===== src/verilog/mhbp_map.svh =====
// Register selects, reset values and sizes of the modem host byte port
`ifndef MHBP_MAP_SVH
`define MHBP_MAP_SVH
`define MHBP_SEL_BUFFER 2'h0
`define MHBP_SEL_COMMAND 2'h1
`define MHBP_SEL_CONTROL 2'h2
`define MHBP_SEL_MODE 2'h3
`define MHBP_SEL_STATUS 2'h1
`define MHBP_SEL_QUALITY 2'h2
`define MHBP_BUF_DEPTH 12
`define MHBP_RESET_BYTE 8'h00
`endif


===== src/verilog/mhbp_pkg.sv =====
// Types shared by the modem host byte port
package mhbp_pkg;
  typedef logic [7:0] mhbp_byte_t;
  // Synchronised host pins, sampled together
  typedef struct packed {
    logic cs_low;
    logic rd_low;
    logic wr_low;
    logic [1:0] sel;
    mhbp_byte_t data;
  } mhbp_host_s;
  typedef enum logic [1:0] {MHBP_IDLE, MHBP_READ, MHBP_WRITE} mhbp_state_e;
endpackage : mhbp_pkg


===== src/verilog/mhbp_host_port.sv =====
// Byte-wide host port: pin sync, register decode, buffer, bus drive, interrupt pin
`include "mhbp_map.svh"
// What this block does
// - Interrupt pin pulls low while pending, otherwise released for wired-OR sharing.
// - Eight-line bidirectional data bus, driven by the device only during reads.
// - Reads and writes happen only while chip select is low.
// - Read strobe low puts the selected buffer, status or quality byte on the data lines; select 3 reads as zero.
// - Write strobe low captures data lines into the selected register.
// - Two select lines choose the addressed register.
// - Status and data quality registers are readable by the host.
// - Command, mode and control registers are host writable and drive the modem.
// - Twelve-byte buffer exchanges transmit and receive data with the host.
module mhbp_host_port #(
  parameter int DEPTH = `MHBP_BUF_DEPTH
) (
  input wire logic clock, // 10 MHz system clock
  input wire logic reset, // Synchronous, active high
  input wire logic chip_select_low, // Host chip select pin
  input wire logic read_strobe_low, // Host read strobe pin
  input wire logic write_strobe_low, // Host write strobe pin
  input wire logic register_select_bit0, // Register select pin 0
  input wire logic register_select_bit1, // Register select pin 1
  input wire logic [7:0] host_data_lines_in, // Level seen on data pins
  output logic [7:0] host_data_lines_out, // Data driven on read
  output logic host_data_lines_oe, // High while driving data pins
  output logic host_interrupt_request_low_out, // Always low when driven
  output logic host_interrupt_request_low_oe, // High while pulling interrupt low
  input wire logic irq_pending, // Modem core interrupt request
  input wire logic [7:0] modem_status, // Status byte from modem core
  input wire logic [7:0] modem_quality, // Data quality byte from modem core
  input wire logic buf_load, // Core writes a received byte
  input wire logic [3:0] buf_load_index, // Buffer entry for the core write
  input wire logic [7:0] buf_load_data, // Byte from the core
  input wire logic [3:0] buf_peek_index, // Buffer entry the core reads
  output logic [7:0] buf_peek_data, // Byte to the core
  output logic [7:0] command_reg, // Command register contents
  output logic [7:0] control_reg, // Control register contents
  output logic [7:0] mode_reg, // Mode register contents
  output logic command_written // One-cycle pulse on command write
);
  mhbp_pkg::mhbp_host_s sync1_q;
  mhbp_pkg::mhbp_host_s sync2_q;
  mhbp_pkg::mhbp_state_e state_q;
  mhbp_pkg::mhbp_byte_t buf_q [DEPTH];
  logic [3:0] ptr_q;
  logic [7:0] rdata_q;
  logic rd_active;
  logic wr_active;

  // Two-stage synchroniser; the first stage feeds only the second
  always_ff @(posedge clock)
  begin
    if (reset)
    begin
      sync1_q <= '{cs_low: 1'b1, rd_low: 1'b1, wr_low: 1'b1, sel: 2'h0, data: 8'h00};
      sync2_q <= '{cs_low: 1'b1, rd_low: 1'b1, wr_low: 1'b1, sel: 2'h0, data: 8'h00};
    end
    else
    begin
      sync1_q <= '{cs_low: chip_select_low, rd_low: read_strobe_low,
                   wr_low: write_strobe_low,
                   sel: {register_select_bit1, register_select_bit0},
                   data: host_data_lines_in};
      sync2_q <= sync1_q;
    end
  end

  // Strobes count only with chip select low
  assign rd_active = sync2_q.cs_low ? 1'b0 : !sync2_q.rd_low;
  assign wr_active = sync2_q.cs_low ? 1'b0 : !sync2_q.wr_low;

  // One action per strobe: a strobe must go away before the next is taken
  always_ff @(posedge clock)
  begin
    if (reset)
      state_q <= mhbp_pkg::MHBP_IDLE;
    else
    begin
      case (state_q)
        mhbp_pkg::MHBP_IDLE:
          if (rd_active)
            state_q <= mhbp_pkg::MHBP_READ;
          else if (wr_active)
            state_q <= mhbp_pkg::MHBP_WRITE;
        mhbp_pkg::MHBP_READ:
          if (!rd_active)
            state_q <= mhbp_pkg::MHBP_IDLE;
        mhbp_pkg::MHBP_WRITE:
          if (!wr_active)
            state_q <= mhbp_pkg::MHBP_IDLE;
        default:
          state_q <= mhbp_pkg::MHBP_IDLE;
      endcase
    end
  end

  wire take_write = (state_q == mhbp_pkg::MHBP_IDLE) && !rd_active && wr_active;
  wire take_read = (state_q == mhbp_pkg::MHBP_IDLE) && rd_active;

  // Host writes to command, control and mode; buffer select writes the buffer
  always_ff @(posedge clock)
  begin
    if (reset)
    begin
      command_reg <= `MHBP_RESET_BYTE;
      control_reg <= `MHBP_RESET_BYTE;
      mode_reg <= `MHBP_RESET_BYTE;
      command_written <= 1'b0;
    end
    else
    begin
      command_written <= take_write && (sync2_q.sel == `MHBP_SEL_COMMAND);
      if (take_write)
      begin
        case (sync2_q.sel)
          `MHBP_SEL_COMMAND: command_reg <= sync2_q.data;
          `MHBP_SEL_CONTROL: control_reg <= sync2_q.data;
          `MHBP_SEL_MODE: mode_reg <= sync2_q.data;
          default: ;
        endcase
      end
    end
  end

  // Host buffer pointer walks entries; restarts on a command write so
  // the host can fill or drain a fresh block
  always_ff @(posedge clock)
  begin
    if (reset)
      ptr_q <= 4'h0;
    else if (take_write && sync2_q.sel == `MHBP_SEL_COMMAND)
      ptr_q <= 4'h0;
    else if ((take_write || take_read) && sync2_q.sel == `MHBP_SEL_BUFFER)
      ptr_q <= (ptr_q == 4'(DEPTH - 1)) ? 4'h0 : ptr_q + 4'h1;
  end

  // Buffer entries; a host write wins over a core load to the same entry
  genvar gi;
  generate
    for (gi = 0; gi < DEPTH; gi++)
    begin : g_buf
      always_ff @(posedge clock)
      begin
        if (reset)
          buf_q[gi] <= `MHBP_RESET_BYTE;
        else if (take_write && sync2_q.sel == `MHBP_SEL_BUFFER && ptr_q == 4'(gi))
          buf_q[gi] <= sync2_q.data;
        else if (buf_load && buf_load_index == 4'(gi))
          buf_q[gi] <= buf_load_data;
      end
    end
  endgenerate

  assign buf_peek_data = (buf_peek_index < 4'(DEPTH)) ? buf_q[buf_peek_index] : 8'h00;

  // Read data latched at the start of the read strobe and held through it
  always_ff @(posedge clock)
  begin
    if (reset)
      rdata_q <= 8'h00;
    else if (take_read)
    begin
      case (sync2_q.sel)
        `MHBP_SEL_BUFFER: rdata_q <= buf_q[ptr_q];
        `MHBP_SEL_STATUS: rdata_q <= modem_status;
        `MHBP_SEL_QUALITY: rdata_q <= modem_quality;
        default: rdata_q <= 8'h00;
      endcase
    end
  end

  // Drive the bus only during an accepted read with select and strobe low
  assign host_data_lines_out = rdata_q;
  assign host_data_lines_oe = (state_q == mhbp_pkg::MHBP_READ) && rd_active;

  // Open drain: pull low while pending, release otherwise
  assign host_interrupt_request_low_out = 1'b0;
  assign host_interrupt_request_low_oe = irq_pending;

  a_bus_release_idle: assert property (@(posedge clock) disable iff (reset)
    (sync2_q.cs_low || sync2_q.rd_low) |-> !host_data_lines_oe)
    else $error("data bus driven without select and read");
  a_read_drives_bus: assert property (@(posedge clock) disable iff (reset)
    take_read |=> (rd_active -> host_data_lines_oe))
    else $error("read strobe did not drive bus");
  a_write_command: assert property (@(posedge clock) disable iff (reset)
    (take_write && sync2_q.sel == `MHBP_SEL_COMMAND) |=> command_reg == $past(sync2_q.data))
    else $error("command byte not captured");
  a_select_blocks: assert property (@(posedge clock) disable iff (reset)
    sync2_q.cs_low |-> !take_write && !take_read)
    else $error("access taken with chip select high");
  a_irq_follows: assert property (@(posedge clock) disable iff (reset)
    host_interrupt_request_low_oe == irq_pending && !host_interrupt_request_low_out)
    else $error("interrupt pin not following pending");
  a_mode_held: assert property (@(posedge clock) disable iff (reset)
    !(take_write && sync2_q.sel == `MHBP_SEL_MODE) |=> $stable(mode_reg))
    else $error("mode changed without write");
  a_status_read: assert property (@(posedge clock) disable iff (reset)
    (take_read && sync2_q.sel == `MHBP_SEL_STATUS) |=> rdata_q == $past(modem_status))
    else $error("status byte not returned");
  a_oe_only_read: assert property (@(posedge clock) disable iff (reset)
    host_data_lines_oe |-> state_q == mhbp_pkg::MHBP_READ)
    else $error("bus driven outside read");
  a_ptr_range: assert property (@(posedge clock) disable iff (reset)
    ptr_q < 4'(DEPTH))
    else $error("buffer pointer out of range");
  // One read per strobe, and control writes and quality reads land where the host aimed them
  a_deselect_holds: assert property (@(posedge clock) disable iff (reset)
    sync2_q.cs_low |=> $stable(control_reg))
    else $error("control changed while deselected");
  a_control_write: assert property (@(posedge clock) disable iff (reset)
    (take_write && sync2_q.sel == `MHBP_SEL_CONTROL) |=> control_reg == $past(sync2_q.data))
    else $error("control byte not captured");
  a_quality_read: assert property (@(posedge clock) disable iff (reset)
    (take_read && sync2_q.sel == `MHBP_SEL_QUALITY) |=> rdata_q == $past(modem_quality))
    else $error("quality byte not returned");
  a_command_pulse: assert property (@(posedge clock) disable iff (reset)
    (take_write && sync2_q.sel == `MHBP_SEL_COMMAND) |=> command_written)
    else $error("command pulse missing");
  a_read_once: assert property (@(posedge clock) disable iff (reset)
    take_read |=> !take_read)
    else $error("held read strobe taken twice");
endmodule : mhbp_host_port


===== config.mk =====
export PLATFORM = sky130hd
export DESIGN_NAME = mhbp_host_port
export DESIGN_NICKNAME = d
export VERILOG_FILES = /design/src/verilog/mhbp_pkg.sv /design/src/verilog/mhbp_host_port.sv
export VERILOG_INCLUDE_DIRS = /design/src /design/src/verilog
export SDC_FILE = /design/constraint.sdc
export NUM_CORES = 1
export LEC_CHECK = 0
export BUFFER_PORTS_ARGS = -buffer_cell sky130_fd_sc_hd__clkbuf_2
export CAP_MARGIN = 20
export CELL_PAD_IN_SITES_DETAIL_PLACEMENT = 0
export CELL_PAD_IN_SITES_GLOBAL_PLACEMENT = 1
export CORE_MARGIN = 1.5
export CORE_UTILIZATION = 45
export CTS_CLUSTER_DIAMETER = 150
export DETAILED_ROUTE_END_ITERATION = 6
export PLACE_DENSITY = 0.78
export SLEW_MARGIN = 20
export SYNTH_ARGS = -nofsm -noshare
export SYNTH_HDL_FRONTEND = slang
export SYNTH_SLANG_ARGS = --single-unit

===== constraint.sdc =====
create_clock -name clock -period 4.7 [get_ports clock]
set_input_delay 0 -clock clock [delete_from_list [all_inputs] [get_ports clock]]
set_output_delay 0 -clock clock [all_outputs]
set_load 0.02 [all_outputs]

==> metrics.md, run 1 <==
| Metric | Value |
|---|---|
| Status | complete, no violations |
| Tightest Hold Check Type | primary input to output pin |
| Initial Util | 45.7% |
| Leading cell type in the layout, fill and taps excluded | edfxtp_1 |
| Die H | about 140 µm |
| Least-Margin Pin Slew | about 1.1 ns |
| Count of filler cells inserted in the layout | 1,589 |
| Area Growth Syn to Fin | 15.4% |
| Max incr delay on CP | 0.92 ns |
| Number of synthesized flops with an enable pin | 96 |
| Syn_nets | about 710 |
| Buf/Inv on CP | 0 |
| R2R Setup Slk | 1.91 ns |
| RSZ-0062 raised after global routing | false |
| Final core utilization | a little over half |
| DRC viols | 0 |
| Final hold vios | 0 |
| Internal | 2490 µW |
| Final Wtd Congestion | approximately 0.94 |
| Worst slew margin | 27.2% |
| Most flop-heavy register | buf_q |
| Number of diodes | 0 |
| Post-Route Setup TNS | 0 ns |
| Seq pwr share | 49.8% |
| Vias/cell | 6.34 |
| Routed WL | around 25,000 µm |
| Final period utilization | 59.3% |
| Biggest regs | buf_q (96), sync1_q (13), sync2_q (13) |
| Worst Skew | 0.0116 ns |
| CTS tree | built |
| Worst-path fanout max | 12 |
| Antenna-violating nets left | 0 |
| Largest net degree at the start of global routing | 50 |
| Worst EP required | 4.74 ns |
| Syn Area/Cell | around 13 µm² |
| Critical Path AT | 2.83 ns |
| Mapped Area | about 8500 µm² |
| Ys async rst share | 0% |
| Worst VDD drop | 0.262 mV |
| Post-Synthesis Cells | roughly 660 |
| Max-Cap Viols | 0 |
| Reg2reg start | state_q[0] |
| DR pass1 iterations | 5 |
| Worst setup SP type | register |
| Critical path depth | 3 |
| Switching power | 839 µW |
| Post-layout nets | 787 |
| H-tree depth reported by CTS | 4 |
| Initial antenna violation count | 0 |
| CP cell instances | nor4_4 > nand3_1 > o21ai_0 |
| Synth Flop Type | edfxtp_1 |
| Crit. Startpoint | state_q[0] |
| Slowest cell on the critical path | o21ai_0 |
| Final min period | 2.79 ns |
| CP top delay family | simple AND/OR/NAND/NOR gates |
| Final setup violation count | 0 |
| Setup WS post-layout | 1.91 ns |
| Max FFs per register | 96 |
| Post-cts repair resize count | 0 |
| Worst-path clk slew | 0.06 ns |
| Overall die width | 141 µm |
| Finished Cell Area | ~10000 µm² |
| I/O Pins | 93 |
| Max frequency | approximately 360 MHz |
| Kind of critical path | register to register |
| Clock share of power | 41.7% |
| Layout cell share with drive strength beyond 1 | 28.2% |
| Comb power frac | 8.6% |
| WL/cell | roughly 25 µm |
| Worst slack, placed | 1.88 ns |
| Commonest non-fill, non-tap cells in the layout | 96 x edfxtp_1, 90 x clkbuf_2, 80 x a22o_1 |
| Worst setup path end | buf_q[2][6] |
| PD cells | 339 nW/µm² |
| Vias | 6,222 |
| Total global-route track usage | 25.7% |
| Sequential element share of the synthesized area | 50.1% |
| Die area | 19,800 µm² |
| Sw frac | 25.2% |
| Unique masters post-synth | 53 |
| Element type at the critical path end | register |
| Slew Limit Fails | 0 |
| Core box area | 18,600 µm² |
| Clock latency on the worst-skew pair | around 0.43 ns |
| Flops & latches, synth | approximately 170 |
| Reg2reg path depth | 3 |
| PortBufs | 89 |
| CTS Sinks | 165 |
| Clock Tree Root | clkbuf_16 |
| Post-DP HPWL | around 18,000 µm |
| Yosys warns | 0 |
| Rows | 50 |
| Leak | 0.00360 µW |
| Pwr Total | 3330 µW |
| Clock Path Buffers | 2 |
| Number of global-route vias before repair | around 6,000 |
| Placed Area | 9020 µm² |
| 1st-iter DRT viols | between 700 and 800 |
| Total gr overflow | 0 |
| Reg2reg end | buf_q[2][6] |
| CTS Buf Count | 17 |
| First-pass GRT wire length | 37,100 µm |
-- stage by stage --
step | cells | hold WS [ns]
2_1_floorplan | 658 | 0.104
3_3_place_gp | 928 | 0.000137
6_report | 981 | 0.0000435
5_1_grt | 981 | 0.000115
3_5_place_dp | 928 | 0.000137
4_1_cts | 981 | 0.000137
-- repair_timing --
item | CTS | global route
setup buffers | 0 | 0
hold endpoints to repair | 17 | 0
hold buffers | 21 | 0
-- layout make-up --
| cell class | instances | area, µm² | share of cell area (%) |
|---|---|---|---|
| multi-input cells | 421 | 3940 | 40.1 |
| clock buffers | 19 | 455 | 4.64 |
| flip-flops and latches | 165 | 4270 | 43.4 |
| inverters | 15 | 56.3 | 0.573 |
| clock inverters | 13 | 131 | 1.34 |
| repair buffers | 114 | 686 | 6.98 |
| well taps | 234 | 293 | 2.98 |
-- kinds of logic (layout without fill, tap and decap cells) --
kind of cell / Yosys count / count (layout) / synth area share, %
compound gates: 207 / 207 / 21.3
flops: 165 / 165 / 50.1
simple gates: 120 / 120 / 8.99
mux: 89 / 89 / 15.3
buf+inv: 72 / 161 / 3.73
fa+ha+maj: 4 / 4 / 0.588
other cells: 1 / 1 / 0.0440
-- how the worst min path moves through the flow --
stage | cells past startpoint | from | end
global route | 0 | irq_pending | host_interrupt_request_low_oe
CTS | 0 | irq_pending | host_interrupt_request_low_oe
finish | 0 | irq_pending | host_interrupt_request_low_oe
global placement | 0 | irq_pending | host_interrupt_request_low_oe
floorplan | 1 | write_strobe_low | sync1_q[10]
detailed placement | 0 | irq_pending | host_interrupt_request_low_oe
-- Yosys cell counts (6+ instances only) --
cell | n | area, µm²
a21oi_1 | 23 | 115
a22o_1 | 80 | 701
a22oi_1 | 8 | 60.1
a311oi_4 | 6 | 158
a32o_1 | 32 | 320
buf_1 | 8 | 30.0
buf_2 | 11 | 55.1
clkbuf_1 | 32 | 120
dfxtp_1 | 69 | 1380
edfxtp_1 | 96 | 2880
inv_1 | 15 | 56.3
mux2_2 | 8 | 90.1
mux2i_1 | 49 | 490
mux4_2 | 32 | 721
nand2b_1 | 6 | 37.5
nor2_1 | 27 | 101
nor2_2 | 9 | 56.3
nor2b_1 | 35 | 219
o2111ai_1 | 8 | 70.1
o21ai_0 | 21 | 105
o22a_1 | 8 | 70.1
o22ai_1 | 8 | 50.1
or2_2 | 8 | 50.1
-- power by group through the flow --
stage               Clock [µW]  Sequential, µW  Combinational, µW
CTS                       1400            1650                282
global placement             0            1680                263
global route              1460            1660                302
floorplan                    0            1640                198
finish                    1390            1660                285
detailed placement           0            1690                268
-- routing by layer --
layer	global-route usage, %	up-vias	wire length [µm]
met1	34.1	3005	10400
li1	-	2788	-
met2	40.9	361	11400
met3	4.75	68	2110
met4	12.5	0	1020
met5	0	-	0
Power figures use the tool's default switching activity.
==> inputs of run 2 (changes only) <==
--- a/config.mk
+++ b/config.mk
@@ -6,15 +6,16 @@
 export SDC_FILE = /design/constraint.sdc
 export NUM_CORES = 1
 export LEC_CHECK = 0
+export ABC_AREA = 1
 export BUFFER_PORTS_ARGS = -buffer_cell sky130_fd_sc_hd__clkbuf_2
 export CAP_MARGIN = 20
 export CELL_PAD_IN_SITES_DETAIL_PLACEMENT = 0
 export CELL_PAD_IN_SITES_GLOBAL_PLACEMENT = 1
 export CORE_MARGIN = 1.5
-export CORE_UTILIZATION = 45
+export CORE_UTILIZATION = 40
 export CTS_CLUSTER_DIAMETER = 150
 export DETAILED_ROUTE_END_ITERATION = 6
-export PLACE_DENSITY = 0.78
+export PLACE_DENSITY = 0.8
 export SLEW_MARGIN = 20
 export SYNTH_ARGS = -nofsm -noshare
 export SYNTH_HDL_FRONTEND = slang
==> constraint.sdc (replaced) <==
create_clock -name clock -period 2.4 [get_ports clock]
set_input_delay 0 -clock clock [delete_from_list [all_inputs] [get_ports clock]]
set_output_delay 0 -clock clock [all_outputs]
set_load 0.02 [all_outputs]
==> run 2 against run 1 <==
Compared with the run above:
- design area up 4.1%
- setup slack got worse by 1.6 ns
- area after synthesis increased by 0.88%
- sequential cell count unchanged
- critical path type unchanged
- critical endpoint is now buf_q[6][7]
- highest routed layer unchanged
==> metrics.md, run 2 <==
| Metric | Value |
|---|---|
| Status | complete, no violations |
| PortBufs | 89 (unchanged) |
| Commonest cells post-synth | 251 x nand2_1, 123 x inv_1, 117 x nand3_1 |
| Syn Area/Cell | 7.82 µm² (-40%) |
| Post-Synthesis Cells | 1,099 (+67%) |
| Worst slew margin | 53.8% (+27 points) |
| I/O Pins | 93 (unchanged) |
| Initial Util | 40.9% (-4.8 points) |
| Area Growth Syn to Fin | 19.0% |
| Placed Area | 9330 µm² (+3.4%) |
| Most flop-heavy register | buf_q |
| Sequential element share of the synthesized area | 49.6% (-0.44 points) |
| Number of diodes | 0 (unchanged) |
| CTS Sinks | 165 (unchanged) |
| Worst VDD drop | 0.508 mV (+94%) |
| Worst-path clk slew | 0.06 ns (about the same) |
| Clock share of power | 40.3% (-1.4 points) |
| WL/cell | 18.9 µm (-25%) |
| Die area | 22,400 µm² (+13%) |
| RSZ-0062 raised after global routing | false |
| Sw frac | 26.0% (+0.84 points) |
| Rows | 53 (+6.0%) |
| Internal | 4730 µW (+90%) |
| Final Wtd Congestion | 0.874 (-6.8%) |
| Number of synthesized flops with an enable pin | 96 (unchanged) |
| Layout cell share with drive strength beyond 1 | 15.7% (-13 points) |
| Mapped Area | 8590 µm² (+0.88%) |
| 1st-iter DRT viols | 1,139 (+49%) |
| CTS Buf Count | 17 (unchanged) |
| Slew Limit Fails | 0 (unchanged) |
| Syn_nets | 1,152 (+62%) |
| Largest net degree at the start of global routing | 49 (-2.0%) |
| Vias/cell | 5.47 (-14%) |
| Final core utilization | 48.6% (-4.1 points) |
| DRC viols | 0 (unchanged) |
| Switching power | 1670 µW (+99%) |
| Ys async rst share | 0% (unchanged) |
| Initial antenna violation count | 0 (unchanged) |
| Post-layout nets | 1,253 (+59%) |
| Worst setup SP type | register |
| Total gr overflow | 0 (unchanged) |
| Synth Flop Type | edfxtp_1 |
| Max FFs per register | 96 (unchanged) |
| Area contributors post-synth | edfxtp_1 34%, dfxtp_1 16%, nand2_1 11%, nand3_1 6.8%, o22ai_1 6.3% |
| Number of global-route vias before repair | 7,336 (+19%) |
| H-tree depth reported by CTS | 4 (unchanged) |
| Vias | 8,140 (+31%) |
| Yosys warns | 0 (unchanged) |
| Worst slack, placed | 0.382 ns (-1.50 ns) |
| Biggest regs | buf_q (96), sync1_q (13), sync2_q (13) |
| Die H | 150 µm (+6.4%) |
| Flops & latches, synth | 165 (unchanged) |
| Kind of critical path | register to register |
| Critical Path AT | 2.19 ns (-0.64 ns) |
| First-pass GRT wire length | 42,200 µm (+14%) |
| Routed WL | 28,100 µm (+13%) |
| Post-Route Setup TNS | 0 ns (unchanged) |
| Least-Margin Pin Slew | 0.690 ns (-0.390 ns) |
| Seq pwr share | 49.5% (-0.3 points) |
| Final min period | 2.08 ns (-0.707 ns) |
| Yosys top cell by area | edfxtp_1 |
| Leak | 0.00431 µW (+20%) |
| Count of filler cells inserted in the layout | 2,060 (+30%) |
| Clock Path Buffers | 2 (unchanged) |
| Clock latency on the worst-skew pair | 0.43 ns (about the same) |
| Worst Skew | 0.00666 ns (-0.00494 ns) |
| Final hold vios | 0 (unchanged) |
| Count leader, synth | nand2_1 |
| Post-DP HPWL | 19,500 µm (+6.1%) |
| Commonest non-fill, non-tap cells in the layout | 251 x nand2_1, 124 x inv_1, 117 x nand3_1 |
| Tightest Hold Check Type | primary input to output pin |
| Worst EP required | 2.51 ns (-2.23 ns) |
| Comb power frac | 10.2% (+1.6 points) |
| Final period utilization | 86.6% (+27 points) |
| PD cells | 626 nW/µm² (+85%) |
| Overall die width | 150 µm (+6.4%) |
| Setup WS post-layout | 0.322 ns (-1.59 ns) |
| Worst-path fanout max | 16 (+4) |
| Final setup violation count | 0 (unchanged) |
| Element type at the critical path end | register |
| Max-Cap Viols | 0 (unchanged) |
| Unique masters post-synth | 34 (-36%) |
| Leading cell type in the layout, fill and taps excluded | nand2_1 |
| Share of the synthesized area in the top cell type | 33.6% (-0.30 points) |
| Finished Cell Area | 10,200 µm² (+4.1%) |
| Total global-route track usage | 25.5% (-0.27 points) |
| Antenna-violating nets left | 0 (unchanged) |
| Max frequency | 481 MHz (+34%) |
| Core box area | 21,000 µm² (+13%) |
| CTS tree | built |
| Clock Tree Root | clkbuf_16 |
| DR pass1 iterations | 7 (+2) |
[run 2: what timing repair did]
action	4_1_cts	5_1_grt
resized for setup	0	0
hold endpoints to repair	29	0
buffers inserted	0	0
hold buffers	33	0
[run 2: critical path: stages, from the launching register on]
cell     delay (ns)
dfxtp_1        0.34
nor2_2         0.16
nand4_4        0.18
nor2_8         0.31
nand3_1        0.16
nand2_1        0.09
inv_1          0.05
nand2_1        0.18
nand2_1        0.28
[run 2: area by class of cell]
| cell class | count | area (µm²) | share of cell area, % |
|---|---|---|---|
| multi-input cells | 736 | 3550 | 34.7 |
| clock buffers | 19 | 464 | 4.54 |
| repair buffers | 149 | 1020 | 9.94 |
| well taps | 275 | 344 | 3.37 |
| flip-flops and latches | 165 | 4260 | 41.7 |
| inverters | 131 | 492 | 4.81 |
| clock inverters | 13 | 93.8 | 0.918 |
[run 2: routing by layer]
metal  up-vias  global-route usage (%)  routed length (µm)
li1       3904                       -                   -
met1      3765                    33.5               11600
met2       405                    40.7               13400
met3        66                    5.06                2260
met4         0                    11.0                 883
met5         -                       0                   0
[run 2: kinds of logic (layout without fill, tap and decap cells)]
| family | count (synthesis) | after routing | synth area share [%] |
|---|---|---|---|
| AND/OR/NAND/NOR | 501 | 501 | 25.8 |
| AO/OA/AOI/OAI | 229 | 229 | 14.8 |
| buffers and inverters | 198 | 312 | 9.05 |
| flip-flops | 165 | 165 | 49.6 |
| adder cells (fa/ha/maj) | 4 | 4 | 0.583 |
| other | 1 | 1 | 0.0437 |
| XOR/XNOR | 1 | 1 | 0.102 |
[run 2: through the flow]
step,cells,hold WS [ns],power [µW]
after floorplan,1099,0.104,3580
after global placement,1423,0.000236,3830
after detailed placement,1423,0.000236,3830
after CTS,1488,0.000236,6410
after global routing,1488,0.0000477,6600
final,1488,0.00000714,6400
[run 2: final timing paths]
kind,startpoint,end,cells after the start,slack [ns]
max,state_q[0],buf_q[6][7],8,0.32
min,irq_pending,host_interrupt_request_low_oe,0,0.000007
max reg2reg,state_q[0],buf_q[6][7],8,0.32
min reg2reg,sync1_q[7],sync2_q[7],2,0.40
[run 2: power by group through the flow]
stage / Combinational [µW] / Sequential (µW) / Clock (µW)
2_1_floorplan: 382 / 3200 / 0
3_3_place_gp: 604 / 3230 / 0
5_1_grt: 712 / 3180 / 2710
3_5_place_dp: 603 / 3230 / 0
4_1_cts: 647 / 3170 / 2600
6_report: 651 / 3170 / 2580
==> inputs of run 3 (changes only) <==
--- a/config.mk
+++ b/config.mk
@@ -15,7 +15,7 @@
 export CORE_UTILIZATION = 40
 export CTS_CLUSTER_DIAMETER = 150
 export DETAILED_ROUTE_END_ITERATION = 6
-export PLACE_DENSITY = 0.8
+export PLACE_DENSITY_LB_ADDON = 0.2
 export SLEW_MARGIN = 20
 export SYNTH_ARGS = -nofsm -noshare
 export SYNTH_HDL_FRONTEND = slang
==> run 3 against run 2 <==
Compared with the run above:
- clock skew rose by 0.0031 ns
- non-clock buffer count fell by 8
- utilization fell by 0.20 points
- global-route usage rose by 0.95 points
- highest routed layer unchanged
==> metrics.md, run 3 (synthesis gave the netlist of run 2 again) <==
| Metric | Value |
|---|---|
| Max-Cap Viols | 0 (unchanged) |
| Total global-route track usage | 26.4% (+0.95 points) |
| Layout cell share with drive strength beyond 1 | 15.5% (-0.14 points) |
| Clock latency on the worst-skew pair | 0.44 ns (about the same) |
| Element type at the critical path end | register |
| Leak | 0.00428 µW (-0.89%) |
| Postcts setup bufs | 0 (unchanged) |
| Vias/cell | 5.42 (-0.95%) |
| Kind of critical path | register to register |
| First-pass GRT wire length | 43,400 µm (+2.8%) |
| Placed Area | 9320 µm² (-0.19%) |
| Post-layout nets | 1,245 (-0.64%) |
| 1st-iter DRT viols | 995 (-13%) |
| Max FFs per register | 96 (unchanged) |
| Die area | 22,400 µm² (unchanged) |
| Leading cell type in the layout, fill and taps excluded | nand2_1 |
| PortBufs | 89 (unchanged) |
| Least-Margin Pin Slew | 0.757 ns (+0.0663 ns) |
| Final period utilization | 86.3% (-0.25 points) |
| Initial Util | 40.9% (unchanged) |
| CTS tree | built |
| Die H | 150 µm (unchanged) |
| CTS Sinks | 165 (unchanged) |
| Area Growth Syn to Fin | 18.5% |
| Core box area | 21,000 µm² (unchanged) |
| H-tree depth reported by CTS | 4 (unchanged) |
| Initial antenna violation count | 0 (unchanged) |
| Antenna-violating nets left | 0 (unchanged) |
| WL/cell | 19.4 µm (+2.8%) |
| Commonest non-fill, non-tap cells in the layout | 251 x nand2_1, 123 x inv_1, 117 x nand3_1 |
| Number of global-route vias before repair | 7,352 (+0.22%) |
| Routed WL | 28,800 µm (+2.3%) |
| RSZ-0062 raised after global routing | false |
| Area of the multi-input gates | 3550 µm² (unchanged) |
| Seq. cell area | 4260 µm² (unchanged) |
| Clock Tree Root | clkbuf_16 |
| Overall die width | 150 µm (unchanged) |
| PD cells | 640 nW/µm² (+2.3%) |
| Total gr overflow | 0 (unchanged) |
| Vias | 8,019 (-1.5%) |
| Max frequency | 483 MHz (+0.29%) |
| Worst-path fanout max | 19 (+3) |
| Tightest Hold Check Type | primary input to output pin |
| Count of filler cells inserted in the layout | 2,076 (+0.78%) |
| Post-cts repair resize count | 0 (unchanged) |
| Worst setup SP type | register |
| DRC viols | 0 (unchanged) |
| Finished Cell Area | 10,200 µm² (-0.42%) |
| Final min period | 2.07 ns (-0.00594 ns) |
| Number of diodes | 0 (unchanged) |
| Post-Route Setup TNS | 0 ns (unchanged) |
| Clock Path Buffers | 2 (unchanged) |
| CTS Buf Count | 17 (unchanged) |
| Status | complete, no violations |
| Largest net degree at the start of global routing | 49 (unchanged) |
| Most flop-heavy register | buf_q |
| Rows | 53 (unchanged) |
| Final Wtd Congestion | 0.865 (-1.0%) |
| Worst slew margin | 49.5% (-4.3 points) |
| I/O Pins | 93 (unchanged) |
| Reg2reg path depth | 7 (-1) |
| Critical Path AT | 2.36 ns (+0.17 ns) |
| DR pass1 iterations | 6 (-1) |
| Worst VDD drop | 0.632 mV (+24%) |
| Slew Limit Fails | 0 (unchanged) |
| Final setup violation count | 0 (unchanged) |
| Worst-path clk slew | 0.07 ns (about the same) |
| Hold path cells | 0 (unchanged) |
| Post-DP HPWL | 19,700 µm (+0.91%) |
| Final hold vios | 0 (unchanged) |
| Biggest regs | buf_q (96), sync1_q (13), sync2_q (13) |
| Worst EP required | 2.69 ns (+0.18 ns) |
| Worst Skew | 0.00977 ns (+0.00311 ns) |
run 3: final timing paths:
kind                    start                            end  slack [ns]
setup / recovery   state_q[0]                    buf_q[8][0]        0.33
setup reg to reg   state_q[0]                    buf_q[8][0]        0.33
hold reg to reg    sync1_q[2]                     sync2_q[2]        0.41
hold / removal    irq_pending  host_interrupt_request_low_oe    0.000007
run 3: report_power, final:
part           switching, µW  total, µW  internal, µW
registers               72.8       3170          3100
clock network           1310       2700          1390
logic                    441        650           209
total                   1820       6520          4700
run 3: repair_timing:
item | 4_1_cts | 5_1_grt
setup endpoints to repair | 0 | 0
hold buffers | 29 | 0
endpoints found under the hold margin | 27 | 0
run 3: layout make-up:
class / count / area share (%)
clock buffer: 17 / 4.18
tap: 275 / 3.38
multi-input combinational: 736 / 34.9
timing repair buffer: 141 / 9.41
sequential: 165 / 41.9
clock inverter: 15 / 1.45
inverter: 131 / 4.83
run 3: critical path, stage by stage, from the launching register on:
cell     delay, ns
dfxtp_1       0.34
nor2_2        0.15
nand4_4       0.17
nor2_8        0.33
nand3_2       0.30
a21oi_2       0.37
o21ai_1       0.11
nor2_1        0.14
run 3: routing by layer:
layer | GRT usage (%) | wire [µm] | vias to the layer above | share of wire (%)
met5 | 0 | 0 | - | 0
met4 | 8.51 | 699 | 0 | 2.4
met3 | 6.22 | 2730 | 56 | 9.5
met2 | 41.5 | 13100 | 375 | 45
met1 | 35.9 | 12300 | 3710 | 43
li1 | - | - | 3878 | -
run 3: per-stage QoR:
step / power, µW / util [%] / setup slack, ns / std cells / hold WS, ns
floorplan: 3580 / - / 0.633 / 1099 / 0.104
global placement: 3840 / 44.3 / 0.393 / 1419 / 0.000236
detailed placement: 3840 / 44.3 / 0.372 / 1419 / 0.000236
CTS: 6540 / 48.4 / 0.353 / 1480 / 0.000236
global route: 6730 / 48.4 / 0.0919 / 1480 / 0.0000514
finish: 6520 / 48.4 / 0.328 / 1480 / 0.00000714
